==> src/spims_pkg.sv <==
package spims_pkg;

    // Register byte addresses on the AXI4-Lite slave
    localparam logic [7:0] OFF_SERIAL_CONTROL        = 8'h10;
    localparam logic [7:0] OFF_SERIAL_STATUS_CONTROL = 8'h11;
    localparam logic [7:0] OFF_SERIAL_DATA           = 8'h12;
    localparam logic [9:0] ADDR_SERIAL_CONTROL        = {OFF_SERIAL_CONTROL, 2'b00};
    localparam logic [9:0] ADDR_SERIAL_STATUS_CONTROL = {OFF_SERIAL_STATUS_CONTROL, 2'b00};
    localparam logic [9:0] ADDR_SERIAL_DATA           = {OFF_SERIAL_DATA, 2'b00};

    // serial_control field positions
    localparam int CTL_TIE_BIT  = 5;
    localparam int CTL_MSTR_BIT = 3;
    localparam int CTL_CLOCK_POLARITY_BIT_BIT = 2;
    localparam int CTL_CLOCK_PHASE_BIT_BIT = 1;
    localparam int CTL_EN_BIT   = 0;

    // serial_status_control field positions
    localparam int STS_RXF_BIT  = 7;
    localparam int STS_TXE_BIT  = 3;
    localparam int STS_BUSY_BIT = 2;
    localparam int STS_RATE_HI  = 1;
    localparam int STS_RATE_LO  = 0;

    localparam logic [7:0] CTL_RESET = 8'h00;
    localparam logic [1:0] RATE_RESET = 2'h0;

    // Half bit times in bus cycles for rates 2, 8, 32, 128
    localparam logic [6:0] HALF_RATE_HALF   = 7'h01;
    localparam logic [6:0] HALF_RATE_EIGHTH = 7'h04;
    localparam logic [6:0] HALF_RATE_32     = 7'h10;
    localparam logic [6:0] HALF_RATE_128    = 7'h40;
    localparam logic [3:0] BITS_PER_BYTE    = 4'h8;

    localparam logic [1:0] RESP_OKAY   = 2'h0;
    localparam logic [1:0] RESP_SLVERR = 2'h2;

    typedef struct packed {
        logic       enable;
        logic       master;
        logic       clock_polarity_bit;
        logic       clock_phase_bit;
        logic [1:0] rate;
    } spims_cfg_s;

endpackage

==> src/spims_core.sv <==
// Added by the designer: the AXI4-Lite interface to the registers.
`timescale 1ns/1ps
// Overview of operation
// - Master-select bit one gives master mode, zero gives slave mode.
// - Only master starts; data write loads empty shifter and sets transmitter-empty.
// - Rate field picks bit time 2, 8, 32 or 128 cycles; start within one.
// - Master transfer end sets receiver-full and loads receive register together.
// - Receiver-full clears after status read followed by data read.
// - Writing data register clears transmit interrupt enable.
// - In slave mode serial clock is an input driving the shifter.
// - Slave moves complete byte to receive register and sets receiver-full.
// - Slave accepts any serial clock up to half the bus clock rate.
// - Late slave write: slave sends the received byte still in shift register.
// - Slave write during transfer waits in buffer until transfer ends.
// - Slave starts on select fall with phase zero, first clock edge otherwise.
// - Slave drives data out only while select is low.
// - Phase zero: slave presents most significant bit before first edge.
// - Phase one: first clock edge starts transfer; select may stay low.
// - Polarity sets idle clock level; phase picks transfer format.
// - Master phase zero: clock idle first half; phase one: starts with edge.
// - Rate divider runs only when enable and master-select are both set.
module spims_core
(
    // Clock and reset
    input  wire logic        ref_clk,
    input  wire logic        reset,
    // AXI4-Lite write
    input  wire logic [9:0]  s_axi_awaddr,
    input  wire logic        s_axi_awvalid,
    output logic             s_axi_awready,
    input  wire logic [31:0] s_axi_wdata,
    input  wire logic [3:0]  s_axi_wstrb,
    input  wire logic        s_axi_wvalid,
    output logic             s_axi_wready,
    output logic [1:0]       s_axi_bresp,
    output logic             s_axi_bvalid,
    input  wire logic        s_axi_bready,
    // AXI4-Lite read
    input  wire logic [9:0]  s_axi_araddr,
    input  wire logic        s_axi_arvalid,
    output logic             s_axi_arready,
    output logic [31:0]      s_axi_rdata,
    output logic [1:0]       s_axi_rresp,
    output logic             s_axi_rvalid,
    input  wire logic        s_axi_rready,
    // Serial link
    input  wire logic        serial_clock_pin_i,
    output logic             serial_clock_pin_o,
    output logic             serial_clock_pin_oe,
    output logic             mosi_o,
    output logic             mosi_oe,
    input  wire logic        mosi_i,
    output logic             miso_o,
    output logic             miso_oe,
    input  wire logic        miso_i,
    input  wire logic        select_n_i
);

    typedef enum logic [1:0] {ST_IDLE, ST_WAIT, ST_SHIFT} spims_state_e;

    function automatic logic addr_is(input logic [9:0] a, input logic [9:0] r);
        return a[9:2] == r[9:2];
    endfunction

    spims_pkg::spims_cfg_s cfg;
    logic [7:0]  ctl_q;
    logic [1:0]  rate_q;
    logic [7:0]  tx_buf_q;
    logic        tx_full_q;
    logic [7:0]  shift_q;
    logic [7:0]  rx_q;
    logic        rxf_q;
    logic        rxf_armed_q;
    logic [3:0]  bits_q;
    logic        sclk_q;
    logic        phase_q;
    spims_state_e st_q;
    logic        half_tick;
    logic        sclk_prev_q;
    logic        sel_prev_q;
    logic        miso_q;

    assign cfg.enable = ctl_q[spims_pkg::CTL_EN_BIT];
    assign cfg.master = ctl_q[spims_pkg::CTL_MSTR_BIT];
    assign cfg.clock_polarity_bit   = ctl_q[spims_pkg::CTL_CLOCK_POLARITY_BIT_BIT];
    assign cfg.clock_phase_bit   = ctl_q[spims_pkg::CTL_CLOCK_PHASE_BIT_BIT];
    assign cfg.rate   = rate_q;

    // Bus handshakes
    logic wr_go;
    logic rd_go;
    logic wr_data;
    logic rd_data;
    logic rd_status;
    assign wr_go     = s_axi_awvalid && s_axi_wvalid && !s_axi_bvalid && !s_axi_awready;
    assign rd_go     = s_axi_arvalid && !s_axi_rvalid && !s_axi_arready;
    assign wr_data   = wr_go && addr_is(s_axi_awaddr, spims_pkg::ADDR_SERIAL_DATA) && s_axi_wstrb[0];
    assign rd_data   = rd_go && addr_is(s_axi_araddr, spims_pkg::ADDR_SERIAL_DATA);
    assign rd_status = rd_go && addr_is(s_axi_araddr, spims_pkg::ADDR_SERIAL_STATUS_CONTROL);

    always_ff @(posedge ref_clk)
    begin
        if (reset)
        begin
            s_axi_awready <= 1'b0;
            s_axi_wready  <= 1'b0;
            s_axi_bvalid  <= 1'b0;
            s_axi_bresp   <= spims_pkg::RESP_OKAY;
        end
        else
        begin
            s_axi_awready <= wr_go;
            s_axi_wready  <= wr_go;
            if (wr_go)
            begin
                s_axi_bvalid <= 1'b1;
                s_axi_bresp  <= (addr_is(s_axi_awaddr, spims_pkg::ADDR_SERIAL_CONTROL) ||
                                 addr_is(s_axi_awaddr, spims_pkg::ADDR_SERIAL_STATUS_CONTROL) ||
                                 addr_is(s_axi_awaddr, spims_pkg::ADDR_SERIAL_DATA))
                                ? spims_pkg::RESP_OKAY : spims_pkg::RESP_SLVERR;
            end
            else if (s_axi_bready)
                s_axi_bvalid <= 1'b0;
        end
    end

    always_ff @(posedge ref_clk)
    begin
        if (reset)
        begin
            s_axi_arready <= 1'b0;
            s_axi_rvalid  <= 1'b0;
            s_axi_rdata   <= 32'h0000_0000;
            s_axi_rresp   <= spims_pkg::RESP_OKAY;
        end
        else
        begin
            s_axi_arready <= rd_go;
            if (rd_go)
            begin
                s_axi_rvalid <= 1'b1;
                s_axi_rresp  <= spims_pkg::RESP_OKAY;
                if (addr_is(s_axi_araddr, spims_pkg::ADDR_SERIAL_CONTROL))
                    s_axi_rdata <= {24'h000000, ctl_q};
                else if (rd_status)
                    s_axi_rdata <= {24'h000000, rxf_q, 3'h0, !tx_full_q, st_q != ST_IDLE, rate_q};
                else if (rd_data)
                    s_axi_rdata <= {24'h000000, rx_q};
                else
                begin
                    s_axi_rdata <= 32'h0000_0000;
                    s_axi_rresp <= spims_pkg::RESP_SLVERR;
                end
            end
            else if (s_axi_rready)
                s_axi_rvalid <= 1'b0;
        end
    end

    // Control registers; mode, polarity and phase bits
    always_ff @(posedge ref_clk)
    begin
        if (reset)
        begin
            ctl_q  <= spims_pkg::CTL_RESET;
            rate_q <= spims_pkg::RATE_RESET;
        end
        else
        begin
            if (wr_go && s_axi_wstrb[0] && addr_is(s_axi_awaddr, spims_pkg::ADDR_SERIAL_CONTROL))
                ctl_q <= s_axi_wdata[7:0] & 8'h2f;
            else if (wr_data)
                ctl_q[spims_pkg::CTL_TIE_BIT] <= 1'b0;
            if (wr_go && s_axi_wstrb[0] && addr_is(s_axi_awaddr, spims_pkg::ADDR_SERIAL_STATUS_CONTROL))
                rate_q <= s_axi_wdata[1:0];
        end
    end

    spims_rate_div u_div
    (
        .ref_clk   (ref_clk),
        .reset     (reset),
        .run       (cfg.enable && cfg.master),
        .rate      (cfg.rate),
        .half_tick (half_tick)
    );

    // Slave pin edge detection; pins are taken as synchronous
    logic sclk_act;
    logic sclk_edge;
    logic lead_edge;
    logic sel_fall;
    always_ff @(posedge ref_clk)
    begin
        if (reset)
        begin
            sclk_prev_q <= 1'b0;
            sel_prev_q  <= 1'b1;
        end
        else
        begin
            sclk_prev_q <= serial_clock_pin_i;
            sel_prev_q  <= select_n_i;
        end
    end
    // one sample per bus cycle catches clocks up to half the bus rate
    assign sclk_edge = serial_clock_pin_i != sclk_prev_q;
    assign sclk_act  = serial_clock_pin_i ^ cfg.clock_polarity_bit;
    assign lead_edge = sclk_edge && sclk_act;
    assign sel_fall  = sel_prev_q && !select_n_i;

    // Shift engine. phase_q tracks which half of a bit comes next.
    logic done;
    logic [7:0] rx_next;
    logic samp_ev;
    logic shift_ev;
    always_comb
    begin
        samp_ev  = 1'b0;
        shift_ev = 1'b0;
        if (st_q == ST_SHIFT)
        begin
            if (cfg.master)
            begin
                samp_ev  = half_tick && !phase_q;
                shift_ev = half_tick && phase_q;
            end
            else if (!select_n_i)
            begin
                samp_ev  = sclk_edge && (sclk_act ^ cfg.clock_phase_bit);
                shift_ev = sclk_edge && !(sclk_act ^ cfg.clock_phase_bit);
            end
        end
    end
    assign rx_next = {shift_q[6:0], cfg.master ? miso_i : mosi_i};
    // Slave ends the cycle after its eighth sample: with phase one no further edge follows it
    assign done    = (st_q == ST_SHIFT) && (bits_q == spims_pkg::BITS_PER_BYTE) && (!cfg.master || shift_ev);

    always_ff @(posedge ref_clk)
    begin
        if (reset)
        begin
            st_q      <= ST_IDLE;
            shift_q   <= 8'h00;
            tx_buf_q  <= 8'h00;
            tx_full_q <= 1'b0;
            bits_q    <= 4'h0;
            sclk_q    <= 1'b0;
            phase_q   <= 1'b0;
            miso_q    <= 1'b0;
        end
        else if (!cfg.enable)
        begin
            st_q    <= ST_IDLE;
            sclk_q  <= cfg.clock_polarity_bit;
            bits_q  <= 4'h0;
        end
        else
        begin
            // writes land in the buffer; shifter keeps old byte if none
            if (wr_data)
            begin
                tx_buf_q  <= s_axi_wdata[7:0];
                tx_full_q <= 1'b1;
            end
            case (st_q)
                ST_IDLE:
                begin
                    sclk_q  <= cfg.clock_polarity_bit;
                    bits_q  <= 4'h0;
                    // empty shifter takes the byte at once
                    if (tx_full_q && !wr_data)
                    begin
                        shift_q   <= tx_buf_q;
                        tx_full_q <= 1'b0;
                        if (cfg.master)
                            st_q <= ST_WAIT;
                    end
                    if (!cfg.master && !select_n_i && (cfg.clock_phase_bit ? lead_edge : sel_fall))
                    begin
                        st_q    <= ST_SHIFT;
                        bits_q  <= 4'h0;
                        phase_q <= 1'b0;
                        miso_q  <= shift_q[7];
                    end
                end
                ST_WAIT:
                begin
                    // start aligned to divider tick, within one bit time
                    if (half_tick)
                    begin
                        st_q    <= ST_SHIFT;
                        // phase one opens with an edge
                        sclk_q  <= cfg.clock_phase_bit ? !cfg.clock_polarity_bit : cfg.clock_polarity_bit;
                        // Both phases sample on the next tick; msb goes out now
                        phase_q <= 1'b0;
                        miso_q  <= shift_q[7];
                        bits_q  <= 4'h0;
                    end
                end
                ST_SHIFT:
                begin
                    if (cfg.master && half_tick && !(done))
                        sclk_q <= !sclk_q;
                    if (cfg.master && half_tick)
                        phase_q <= !phase_q;
                    if (samp_ev)
                    begin
                        shift_q <= rx_next;
                        bits_q  <= bits_q + 4'h1;
                    end
                    if (shift_ev && !done)
                        miso_q <= shift_q[7];
                    if (done)
                    begin
                        st_q   <= ST_IDLE;
                        sclk_q <= cfg.clock_polarity_bit;
                    end
                    // slave aborts if select rises mid-byte
                    if (!cfg.master && select_n_i)
                        st_q <= ST_IDLE;
                end
                default: st_q <= ST_IDLE;
            endcase
        end
    end

    // receive register and flag move together
    always_ff @(posedge ref_clk)
    begin
        if (reset)
        begin
            rx_q        <= 8'h00;
            rxf_q       <= 1'b0;
            rxf_armed_q <= 1'b0;
        end
        else
        begin
            if (rd_status)
                rxf_armed_q <= rxf_q;
            // status then data read clears; new byte wins
            if (done)
            begin
                rx_q  <= shift_q;
                rxf_q <= 1'b1;
            end
            else if (rd_data && rxf_armed_q)
            begin
                rxf_q       <= 1'b0;
                rxf_armed_q <= 1'b0;
            end
        end
    end

    always_ff @(posedge ref_clk)
    begin
        if (reset)
        begin
            serial_clock_pin_o  <= 1'b0;
            serial_clock_pin_oe <= 1'b0;
            mosi_o              <= 1'b0;
            mosi_oe             <= 1'b0;
            miso_o              <= 1'b0;
            miso_oe             <= 1'b0;
        end
        else
        begin
            serial_clock_pin_o  <= sclk_q;
            serial_clock_pin_oe <= cfg.enable && cfg.master;
            mosi_o              <= (st_q == ST_SHIFT) ? miso_q : shift_q[7];
            mosi_oe             <= cfg.enable && cfg.master;
            miso_o              <= (st_q == ST_SHIFT) ? miso_q : shift_q[7];
            miso_oe             <= cfg.enable && !cfg.master && !select_n_i;
        end
    end

    // Checks
    rxf_set_a: assert property (@(posedge ref_clk) disable iff (reset)
        done |=> rxf_q && rx_q == $past(shift_q)) else $error("receive flag not set at end");
    tie_clr_a: assert property (@(posedge ref_clk) disable iff (reset)
        wr_data |=> !ctl_q[spims_pkg::CTL_TIE_BIT]) else $error("irq enable not cleared");
    div_gate_a: assert property (@(posedge ref_clk) disable iff (reset)
        !(cfg.enable && cfg.master) |=> u_div.cnt_q == 7'h00) else $error("divider runs while gated");
    miso_oe_a: assert property (@(posedge ref_clk) disable iff (reset)
        miso_oe |-> $past(!select_n_i) && !$past(cfg.master)) else $error("miso driven unselected");
    sclk_in_a: assert property (@(posedge ref_clk) disable iff (reset)
        !cfg.master |=> !serial_clock_pin_oe) else $error("slave drives clock");
    start_lat_a: assert property (@(posedge ref_clk) disable iff (reset)
        st_q == ST_WAIT && rate_q == 2'h0 |-> ##[1:2] st_q != ST_WAIT) else $error("start too slow");
    slave_start_a: assert property (@(posedge ref_clk) disable iff (reset)
        st_q == ST_IDLE && cfg.enable && !cfg.master && cfg.clock_phase_bit && lead_edge && !select_n_i
        |=> st_q == ST_SHIFT) else $error("slave phase one start missed");
    mst_only_a: assert property (@(posedge ref_clk) disable iff (reset)
        st_q == ST_WAIT |-> cfg.master) else $error("slave initiated");
    rxf_clr_a: assert property (@(posedge ref_clk) disable iff (reset)
        $fell(rxf_q) |-> $past(rd_data)) else $error("receive flag cleared without read");
    idle_pol_a: assert property (@(posedge ref_clk) disable iff (reset)
        st_q == ST_IDLE |=> sclk_q == $past(cfg.clock_polarity_bit)) else $error("idle clock level wrong");

    master_xfer_c: cover property (@(posedge ref_clk) disable iff (reset) done && cfg.master);
    slave_xfer_c:  cover property (@(posedge ref_clk) disable iff (reset) done && !cfg.master);
    rxf_clear_c:   cover property (@(posedge ref_clk) disable iff (reset) $fell(rxf_q));

endmodule // spims_core

==> src/spims_rate_div.sv <==
`timescale 1ns/1ps
// Divider gated by run, giving a one-cycle tick every half bit time
module spims_rate_div
(
    // Clock and reset
    input  wire logic       ref_clk,
    input  wire logic       reset,
    // Control
    input  wire logic       run,
    input  wire logic [1:0] rate,
    // Tick
    output logic            half_tick
);

    logic [6:0] cnt_q;
    logic [6:0] half_len;

    always_comb
    begin
        case (rate)
            2'h0: half_len = spims_pkg::HALF_RATE_HALF;
            2'h1: half_len = spims_pkg::HALF_RATE_EIGHTH;
            2'h2: half_len = spims_pkg::HALF_RATE_32;
            default: half_len = spims_pkg::HALF_RATE_128;
        endcase
    end

    // Stopped divider saves power
    always_ff @(posedge ref_clk)
    begin
        if (reset || !run)
            cnt_q <= 7'h00;
        else if (cnt_q >= half_len - 7'h01)
            cnt_q <= 7'h00;
        else
            cnt_q <= cnt_q + 7'h01;
    end

    assign half_tick = run && (cnt_q >= half_len - 7'h01);

endmodule // spims_rate_div

==> config.mk <==
export PLATFORM = sky130hd
export DESIGN_NAME = spims_core
export DESIGN_NICKNAME = d
export VERILOG_FILES = /design/src/spims_pkg.sv /design/src/spims_core.sv /design/src/spims_rate_div.sv
export SDC_FILE = /design/constraint.sdc
export NUM_CORES = 1
export LEC_CHECK = 0
export ABC_AREA = 1
export BUFFER_PORTS_ARGS = -buffer_cell sky130_fd_sc_hd__buf_2
export CELL_PAD_IN_SITES_DETAIL_PLACEMENT = 0
export CELL_PAD_IN_SITES_GLOBAL_PLACEMENT = 1
export CORE_MARGIN = 8
export CORE_UTILIZATION = 40
export CTS_BUF_LIST = sky130_fd_sc_hd__clkbuf_2 sky130_fd_sc_hd__clkbuf_4 sky130_fd_sc_hd__clkbuf_8
export DETAILED_ROUTE_END_ITERATION = 10
export PLACE_DENSITY = 0.92
export SLEW_MARGIN = 20
export SYNTH_ARGS = -nofsm -noshare
export SYNTH_HDL_FRONTEND = slang
export SYNTH_SLANG_ARGS = --single-unit
==> constraint.sdc <==
create_clock -name ref_clk -period 5.1 [get_ports ref_clk]
set_clock_uncertainty 0.1 [all_clocks]
set_input_delay 0 -clock ref_clk [delete_from_list [all_inputs] [get_ports ref_clk]]
set_output_delay 0 -clock ref_clk [all_outputs]
set_load 0.05 [all_outputs]
Word-level counts from Yosys, hierarchy flattened
Cells that the tools add are included.

Bits in registers: 96. Input port bits: 67. Output and inout bits: 47. Word-level logic and storage cells: 185.

Add/subtract/negate cells: 3. Order comparisons: 1. Equality and inequality tests: 24. Mux-type cells: 58. Bitwise logic cells: 3. Reductions and logical operators: 68.

Operators by type and width (count): $eq A8 B5 Y1 const B (6); $mux W8 (5); $mux W1 (34); $logic_and A1 B1 Y1 (32); $pmux W7 S3 (1); $mux W2 (10); $pmux W8 S2 (1); $logic_not A1 Y1 (14); $ne A2 B2 Y1 const B (6); $ne A3 B3 Y1 const B (4); $pmux W4 S3 (1); $reduce_bool A2 Y1 (6); $reduce_and A5 Y1 (2); $pmux W1 S3 (3); $mux W4 (2); $reduce_and A4 Y1 (2); $add A7 B1 Y7 const B (1); $ge A7 B7 Y1 (1); $sub A7 B1 Y7 const B (1); $pmux W2 S3 (1); $reduce_and A3 Y1 (2); $add A4 B1 Y4 const B (1); $eq A2 B1 Y1 const B (2); $eq A2 B2 Y1 const B (2); other kinds (11) (17).

Depth between registers and ports, before layout
Gate-level depths: netlist of the first run.

Depth after elaboration: 16. Depth in mapped cells: 16. Depth with buffers taken out: 16.

By module
A second synthesis of the first run with hierarchy kept.

Cells, all modules: 543. Area total of the unflattened synthesis: 3718.6 um2.

By module, submodules not included: spims_core (instances 1, cells each 471, area an instance 3176.8 um2, seq. area each 1261.2 um2); spims_rate_div (instances 1, cells each 72, area an instance 541.8 um2, seq. area each 140.1 um2).

Least setup slack after synthesis of the first run
Ideal clock, no wire load.

Path type: register -> register. Start point: register rate_q[1]. End point: register bits_q[3]. Library setup time: 117 ps. Arrival time: 1947 ps. Required time: 4883 ps. Path slack: 2936 ps. Cell stages (with the launch flop): 15. Buffers on the path: 0. Period minus slack after synthesis: 2164 ps. Cell sequence: dfxtp_1 -> nand2_1 -> ha_1 -> nand2_1 -> nor2_1 -> nand2_1 -> nor2_2 -> nor2_2 -> a21oi_2 -> nand2_1 -> nand3_2 -> nand3_2 -> nor2_1 -> xor2_1 -> nor2_1.

Longest elaborated chain between the ends: 10. Elaborated cells on any way between the ends: 13. Those cells by class: add/sub: 1; order compare: 1; eq/ne: 4; mux: 3; reduce/logical: 4.

RTL lines: start, declared (line spims_core.sv:67) `logic [1:0] rate_q;`; start signal, assigned (line spims_core.sv:166) `rate_q <= spims_pkg::RATE_RESET;`; start signal, assigned (line spims_core.sv:175) `rate_q <= s_axi_wdata[1:0];`; $eq A2 B2 Y1, or another cell as far along (line spims_rate_div.sv:20) `case (rate)`; $pmux W7 S3 * (line spims_rate_div.sv:20); $sub A7 B1 Y7 * (line spims_rate_div.sv:39) `assign half_tick = run && (cnt_q >= half_len - 7'h01);`; $ge A7 B7 Y1 * (line spims_rate_div.sv:39); $logic_and A1 B1 Y1 * (line spims_rate_div.sv:39); $logic_and A1 B1 Y1 (line spims_core.sv:225) `samp_ev = half_tick && !phase_q;`; $mux W1 (line spims_core.sv:223) `if (cfg.master)`; $mux W1 (line spims_core.sv:221) `if (st_q == ST_SHIFT)`; $ne A2 B2 Y1 (no line); $reduce_and A3 Y1 (no line) *; end signal, assigned (line spims_core.sv:310) `bits_q <= bits_q + 4'h1;`; end, declared (line spims_core.sv:74) `logic [3:0] bits_q;`.

Every way passes the cells marked *; elsewhere a longest branch is shown, timed or not. A chain may end at the register's enable or synchronous reset.

Worst setup path after layout of the first run
Start point: register st_q[0]. End point: register st_q[0].

Longest elaborated chain between the ends: 6. Elaborated cells on any way between the ends: 13. Those cells by class: eq/ne: 6; mux: 2; reduce/logical: 5.

RTL lines: start, declared (line spims_core.sv:77) `spims_state_e st_q;`; start signal, assigned (line spims_core.sv:243) `st_q <= ST_IDLE;`; start signal, assigned (line spims_core.sv:254) `st_q <= ST_IDLE;`; start signal, assigned (line spims_core.sv:277) `st_q <= ST_WAIT;`; $eq A2 B2 Y1 (line spims_core.sv:221, spims_core.sv:237, spims_core.sv:266); $mux W1 (line spims_core.sv:221); $logic_or A1 B1 Y1 (line spims_core.sv:237) `assign done = (st_q == ST_SHIFT) && (bits_q == spims_pkg::BITS_PER_BYTE) && (!cfg.master || shift_ev);`; $logic_and A1 B1 Y1 (line spims_core.sv:237); $ne A3 B3 Y1 (no line); $reduce_and A4 Y1 (no line).

Several ways; a longest one is shown, not always the timed one.

==> impl_metrics.yaml, run 1 <==
run_status:
  run_status: "complete, no violations"
floorplan:
  die_w_um: 111
  io_pins: 114
  die_h_um: 111
  fp.dieArea_mm2: 0.0123
  initial_utilization_pct: 41.2
  core_area_mm2: 0.00872
  cell_row_count: 34
logic_synthesis:
  ys_warn_count: 0
  netlist-cell-type-count: 40
  synth_flop_cell: "dfxtp_1"
  synth.ff_latch_count: 70
  syn_area_mm2: 0.00360
  seq_area_frac_synth_pct: 39.0
  number_of_synthesized_flops_with_an_enable_pin: 0
  syn_avg_cell_area_um2: 7.22
  synthesis.instances: 498
  ys_async_sr_fraction_pct: 0
hold_path:
  hold_path_end: "s_axi_wready"
  hold_depth: 4
  min-delay-path-class: "input pin to register"
  hold_path_startpoint: "s_axi_awvalid"
sta:
  timing.final.max_slew_violations: 0
  setup_viol: 0
  timing.fmax_mhz: 382
  tightestPinTransition_ps: 1100
  setup_tns_ps: 0
  final_min_period_over_clock_period_pct: 51.3
  period_minus_slack_ps: 2620
  timing.final.hold_violations: 0
  slew_headroom_pct: 26.3
  rsz_0062_raised_after_global_routing: "no"
detailed_routing:
  routed_wl_mm: 8.77
  dr_total_vias: 3278
  route.detailed.vias_per_inst: 4.81
  remaining_drc_errors: 0
  number_of_nets_still_failing_antenna_checks_after_routing: 0
  drt-wirelength-per-cell_um: 12.9
  initial_drc_count: 153
  dr.pass1.iters: 4
cts:
  cts_made_buffers: 9
  clk_transition_reported_paths_ps: 80
  post_cts_buffers: 0
  cts_max_level: 3
  tritoncts: "yes"
  cts.root.buffer_cell: "clkbuf_8"
  clkSinkCount: 70
  cts-hold-fix-buffers: 21
  clock_latency_ps: 350
  cts_buffer_depth: 2
  post_cts.resized_instances: 0
placed_design:
  detailed_place_hpwl_mm: 6.33
  gpl.final_weighted_congestion: 0.817
  port_buffers: 56
  area_after_detailed_placement_mm2: 0.00382
power:
  static_leak_nw: 1.82
  power_per_standard_cell_area_mw_per_mm2: 275
  vdd.ir_drop.worst_v: 0.000243
layout:
  most-common-layout-cells: "nand2_1, dfxtp_1, inv_1"
  fill_cells: 865
  insertedDiodeCount: 0
  final_nets: 649
  syn_to_final_growth_pct: 17.8
  most_common_library_cell_in_the_layout_ignoring_fill_and_taps: "nand2_1"
  fin_util_pct: 48.6
  drive_above_1_share_pct: 16.4
  layout.cell_area.non_filler_mm2: 0.00424
critical_path:
  criticalPathCategory: "register to register"
  worst_reg2reg_path_length_in_cells: 10
  reg2reg_setup_slack_ps: 2480
  crit-reg2reg-capture: "st_q[0]"
  crit_path_capture_type: "register"
  required_ps: 5290
  cp_data_arrival_time_ps: 2800
  crit_fanout: 28
  setup.worst_path.start_class: "register"
  rr_startpoint: "st_q[0]"
grt:
  maximum_number_of_pins_on_one_net_before_global_route_repair: 38
  grt_antenna_before_repair: 0
  grtUsageTotal_pct: 14.3
  globalRoute.totalOverflow: 0
  grt_first_pass_wirelength_mm: 14.9
  number_of_global_route_vias_before_repair: 3243
run:
  drv.max_cap_violation_count: 0
-- final cells by class --
cell class | instances | area (um^2) | area share (%)
flip-flops and latches | 70 | 1400 | 33.1
well taps | 108 | 135 | 3.19
multi-input cells | 340 | 1740 | 41.0
clock inverters | 7 | 80.1 | 1.89
inverters | 71 | 269 | 6.35
clock buffers | 9 | 124 | 2.92
repair buffers | 77 | 490 | 11.6
-- synthesized netlist by cell type, types with 3 or more instances --
cell type | number | area, um^2
nor3_1 | 4 | 20.0
o21ai_1 | 6 | 30.0
ha_1 | 13 | 163
nor2_2 | 3 | 18.8
nand2_1 | 76 | 285
nand3_1 | 23 | 115
dfxtp_1 | 70 | 1400
a31oi_1 | 4 | 25.0
xor2_1 | 4 | 35.0
nor4_1 | 3 | 18.8
nand2_2 | 4 | 25.0
a21oi_1 | 57 | 285
nor2_1 | 40 | 150
inv_2 | 3 | 11.3
nand3_2 | 4 | 40.0
or2_2 | 3 | 18.8
o21ai_0 | 52 | 260
inv_1 | 67 | 251
buf_4 | 29 | 218
clkbuf_1 | 9 | 33.8
-- where the power goes --
group / leakage [nW] / internal [W] / switching (W)
logic: 1.16 / 0.0000353 / 0.000104
registers: 0.566 / 0.000553 / 0.00000388
clock network: 0.0968 / 0.000232 / 0.000238
-- sequential cells by signal, indices dropped and copies added, names as in the netlist, 2 cells and up --
name / count
rx_q: 8
s_axi_rdata: 8
shift_q: 8
tx_buf_q: 8
u_div.cnt_q: 7
ctl_q: 5
bits_q: 4
rate_q: 2
st_q: 2
-- worst max-delay path: stages (launching register included) --
cell     delay, ps
dfxtp_1        330
inv_1          110
ha_1           770
nand2_1        100
nor3_1         510
nand2_4        190
nand2_1        120
nand3_2        100
nand2_1         90
nand2_1         50
nor2_1          80
-- kinds of logic (layout without fill, tap and decap cells) --
| kind of cell | Yosys count | after routing | synth area share, % |
|---|---|---|---|
| AO/OA/AOI/OAI | 126 | 126 | 18.5 |
| XOR/XNOR | 6 | 6 | 1.46 |
| adder cells (fa/ha/maj) | 13 | 13 | 4.52 |
| buffers and inverters | 113 | 164 | 15.4 |
| flip-flops | 70 | 70 | 39.0 |
| other | 2 | 27 | 0.209 |
| AND/OR/NAND/NOR | 168 | 168 | 20.9 |
-- routing by layer --
metal	wire, um	part of all wire (%)	global-route usage, %	vias up
li1	-	-	-	1702
met1	3970	45	16.6	1505
met2	4290	49	24.7	56
met3	339	3.9	2.92	15
met4	166	1.9	6.49	0
met5	0	0	0	-
-- per-stage QoR --
step	total power, W	cells	worst slack [ps]	hold slack [ps]
2_1_floorplan	0.000684	523	2940	-15.6
3_3_place_gp	0.000697	645	2580	143
3_5_place_dp	0.000698	645	2550	146
4_1_cts	0.00117	682	2530	4.14
5_1_grt	0.00121	682	2220	31.1
6_report	0.00117	682	2480	14.5
-- how the worst max path moves through the flow --
stage / start / end / slack [ps] / cells past startpoint
6_report: st_q[0] / st_q[0] / 2480 / 10
5_1_grt: st_q[0] / rx_q[3] / 2220 / 8
4_1_cts: st_q[0] / st_q[0] / 2530 / 10
3_5_place_dp: st_q[0] / st_q[0] / 2550 / 10
3_3_place_gp: st_q[0] / st_q[0] / 2580 / 9
2_1_floorplan: rate_q[1] / bits_q[3] / 2940 / 14
Note: power is estimated with default switching activity, not from simulation.
==> run 2, diff against run 1 <==
--- a/config.mk
+++ b/config.mk
@@ -5,15 +5,15 @@
 export SDC_FILE = /design/constraint.sdc
 export NUM_CORES = 1
 export LEC_CHECK = 0
-export ABC_AREA = 1
+export ABC_AREA = 0
 export BUFFER_PORTS_ARGS = -buffer_cell sky130_fd_sc_hd__buf_2
 export CELL_PAD_IN_SITES_DETAIL_PLACEMENT = 0
 export CELL_PAD_IN_SITES_GLOBAL_PLACEMENT = 1
 export CORE_MARGIN = 8
-export CORE_UTILIZATION = 40
+export CORE_UTILIZATION = 39
 export CTS_BUF_LIST = sky130_fd_sc_hd__clkbuf_2 sky130_fd_sc_hd__clkbuf_4 sky130_fd_sc_hd__clkbuf_8
 export DETAILED_ROUTE_END_ITERATION = 10
-export PLACE_DENSITY = 0.92
+export PLACE_DENSITY = 0.87
 export SLEW_MARGIN = 20
 export SYNTH_ARGS = -nofsm -noshare
 export SYNTH_HDL_FRONTEND = slang
==> constraint.sdc (replaced) <==
create_clock -name ref_clk -period 2.6 [get_ports ref_clk]
set_clock_uncertainty 0.1 [all_clocks]
set_input_delay 0 -clock ref_clk [delete_from_list [all_inputs] [get_ports ref_clk]]
set_output_delay 0 -clock ref_clk [all_outputs]
set_load 0.05 [all_outputs]
==> run 2 against run 1 <==
Net effect: total power rose by 87%; combinational power grew 110%; count of clock-buffer cells in the layout increased by 2; cell count shrank 3.2%; final area is 8.3% higher; synthesized cell count decreased by 11%; die area rose by 5.2%; sequential power rose by 96%; utilization grew 1.1 points; routed wire length rose by 6.3%; register-to-register slack worse by 2400 ps; highest routed layer unchanged.
==> impl_metrics.yaml, run 2 <==
run_status:
  run_status: "complete, no violations"
grt:
  grt_antenna_before_repair: 0
  globalRoute.totalOverflow: 0
  number_of_global_route_vias_before_repair: 3259
  grt_first_pass_wirelength_mm: 15.3
  maximum_number_of_pins_on_one_net_before_global_route_repair: 34
  grtUsageTotal_pct: 14.5
power:
  p_sw_share_pct: 29.0
  power.share.clock_pct: 36.9
  sequentialPowerShare_pct: 50.1
  combPwrFrac_pct: 13.1
  internal_power_consumption_w: 0.00155
  power_per_standard_cell_area_mw_per_mm2: 475
  vdd.ir_drop.worst_v: 0.000236
  total_switching_power_w: 0.000632
  static_leak_nw: 1.79
critical_path:
  crit_path_capture_type: "register"
  crit_fanout: 3
  required_ps: 2740
  criticalPathCategory: "input pin to register"
  setup.worst_path.start_class: "input pin"
  worst_path_max_delay_cell: "dlygate4sd3_1"
  cp_slowest_stage_delay_ps: 580
  timing.critical_path.mode_cell: "dlygate4sd3_1"
  cp_data_arrival_time_ps: 2640
  critical_path.cell_chain: "dlygate4sd3_1, buf_2, nor2_4, dlygate4sd3_1, nand3_1, dlygate4sd3_1, o21ai_0, dlygate4sd3_1, nor2_1"
sta:
  setup_tns_ps: 0
  timing.fmax_mhz: 399
  setup_viol: 0
  tightestPinTransition_ps: 893
  slew_headroom_pct: 40.2
  period_minus_slack_ps: 2510
  timing.final.max_slew_violations: 0
  final_min_period_over_clock_period_pct: 96.4
  timing.final.hold_violations: 0
detailed_routing:
  routed_wl_mm: 9.32
  dr_total_vias: 3346
  remaining_drc_errors: 0
  initial_drc_count: 146
  number_of_nets_still_failing_antenna_checks_after_routing: 0
  drt-wirelength-per-cell_um: 14.1
  dr.pass1.iters: 4
  route.detailed.vias_per_inst: 5.07
layout:
  most_common_library_cell_in_the_layout_ignoring_fill_and_taps: "dfxtp_1"
  instances_no_fill: 660
  drive_above_1_share_pct: 20.9
  area_of_the_multi_input_gates_mm2: 0.00211
  final_nets: 606
  most-common-layout-cells: "dfxtp_1, nor2_1, buf_2"
  fill_cells: 922
  insertedDiodeCount: 0
  register_area_mm2: 0.00141
  syn_to_final_growth_pct: 23.3
floorplan:
  cell_row_count: 35
  io_pins: 114
  fp.dieArea_mm2: 0.0129
  die_h_um: 114
  die_w_um: 114
  initial_utilization_pct: 40.3
  core_area_mm2: 0.00924
logic_synthesis:
  syn_area_mm2: 0.00372
  synthMostInstantiatedCell: "dfxtp_1"
  synthesis.instances: 441
  synth_top_cell_by_area: "dfxtp_1"
  ys_warn_count: 0
  synth_flop_cell: "dfxtp_1"
  synth.top_cells.by_area: "dfxtp_1, mux2i_1, nor2_1, buf_4, ha_1"
  number_of_synthesized_flops_with_an_enable_pin: 0
  synth_top_area_share_pct: 37.6
  synth.ff_latch_count: 70
  synth.cells.most_frequent: "dfxtp_1, nor2_1, mux2i_1"
  syn_avg_cell_area_um2: 8.44
  ys_async_sr_fraction_pct: 0
  seq_area_frac_synth_pct: 37.6
  netlist-cell-type-count: 57
cts:
  cts_max_level: 3
  post_cts_buffers: 0
  cts.root.buffer_cell: "clkbuf_8"
  clock_latency_ps: 350
  clk_transition_reported_paths_ps: 80
  tritoncts: "yes"
  cts_buffer_depth: 2
  clkSinkCount: 70
  cts_made_buffers: 9
hold_path:
  min-delay-path-class: "input pin to register"
placed_design:
  port_buffers: 56
  placedCellCount: 619
  detailed_place_hpwl_mm: 6.83
  gpl.final_weighted_congestion: 0.819
run:
  drv.max_cap_violation_count: 0
-- run 2: cell count changes after synthesis, sizes merged, moves of 7 or more --
cell | before | now
nand2 | 81 | 22
o21ai | 58 | 19
nor2 | 43 | 69
or3 | 1 | 9
nand2b | 0 | 7
a21oi | 58 | 28
mux2i | 0 | 36
inv | 71 | 16
nand3 | 27 | 9
-- run 2: routing by layer --
metal  wire length, um  track usage, %  vias up
met1              4240            17.7     1566
met5                 0               0        -
met2              4390            23.7       89
li1                  -               -     1674
met3               510            3.43       17
met4               187            6.13        0
-- run 2: cell families (layout without fill, tap and decap cells) --
logic type               Yosys count  count (layout)  synth area share (%)
buffers and inverters             67             132                  9.92
adder cells (fa/ha/maj)           13              13                  4.37
AO/OA/AOI/OAI                     85              85                  14.6
other                              2              27                 0.202
AND/OR/NAND/NOR                  160             160                  21.6
multiplexers                      38              38                  10.3
XOR/XNOR                           6               6                  1.41
flip-flops                        70              70                  37.6
-- run 2: what timing repair did --
item	4_1_cts	5_1_grt
endpoints found under the setup margin	2	18
cloned	0	1
resized for setup	3	15
hold buffers	24	0
endpoints found under the hold margin	24	0
pin swaps	0	3
-- run 2: final timing paths --
| kind | start | endpoint | slack [ps] | depth (start not counted) |
|---|---|---|---|---|
| max | s_axi_awaddr[8] | s_axi_bresp[1] | 90 | 9 |
| min | s_axi_araddr[4] | s_axi_rdata[5] | 20 | 6 |
| max reg2reg | rate_q[1] | st_q[1] | 120 | 10 |
| min reg2reg | u_div.cnt_q[0] | u_div.cnt_q[0] | 370 | 1 |
-- run 2: power by group through the flow --
stage | logic [W] | clock network, W | registers [W]
4_1_cts | 0.000280 | 0.000830 | 0.00109
6_report | 0.000285 | 0.000804 | 0.00109
2_1_floorplan | 0.000180 | 0 | 0.00116
3_3_place_gp | 0.000250 | 0 | 0.00112
5_1_grt | 0.000303 | 0.000879 | 0.00109
3_5_place_dp | 0.000253 | 0 | 0.00112
-- run 2: final cells by class --
type | count | share of cell area [%]
multi-input combinational | 329 | 46.0
clock buffer | 11 | 3.16
inverter | 16 | 1.31
tap | 129 | 3.52
timing repair buffer | 100 | 14.6
sequential | 70 | 30.7
clock inverter | 5 | 0.764
-- run 2: worst max-delay path, delay by kind of cell --
kind	cells	cell delay, ps
compound gates	1	70
buf+inv	5	2380
simple gates	3	200
-- run 2: metrics by stage --
stage / setup WS [ps] / instance area, um^2 / power (W) / util [%] / hold slack [ps]
floorplan: 78.3 / 3820 / 0.00134 / - / 6.58
global placement: 97.9 / 4090 / 0.00137 / 44.3 / 136
detailed placement: 1.18 / 4090 / 0.00137 / 44.3 / 152
CTS: 6.66 / 4520 / 0.00220 / 49.0 / 5.91
global route: -33.2 / 4590 / 0.00228 / 49.7 / 52.8
finish: 94.8 / 4590 / 0.00218 / 49.7 / 18.9
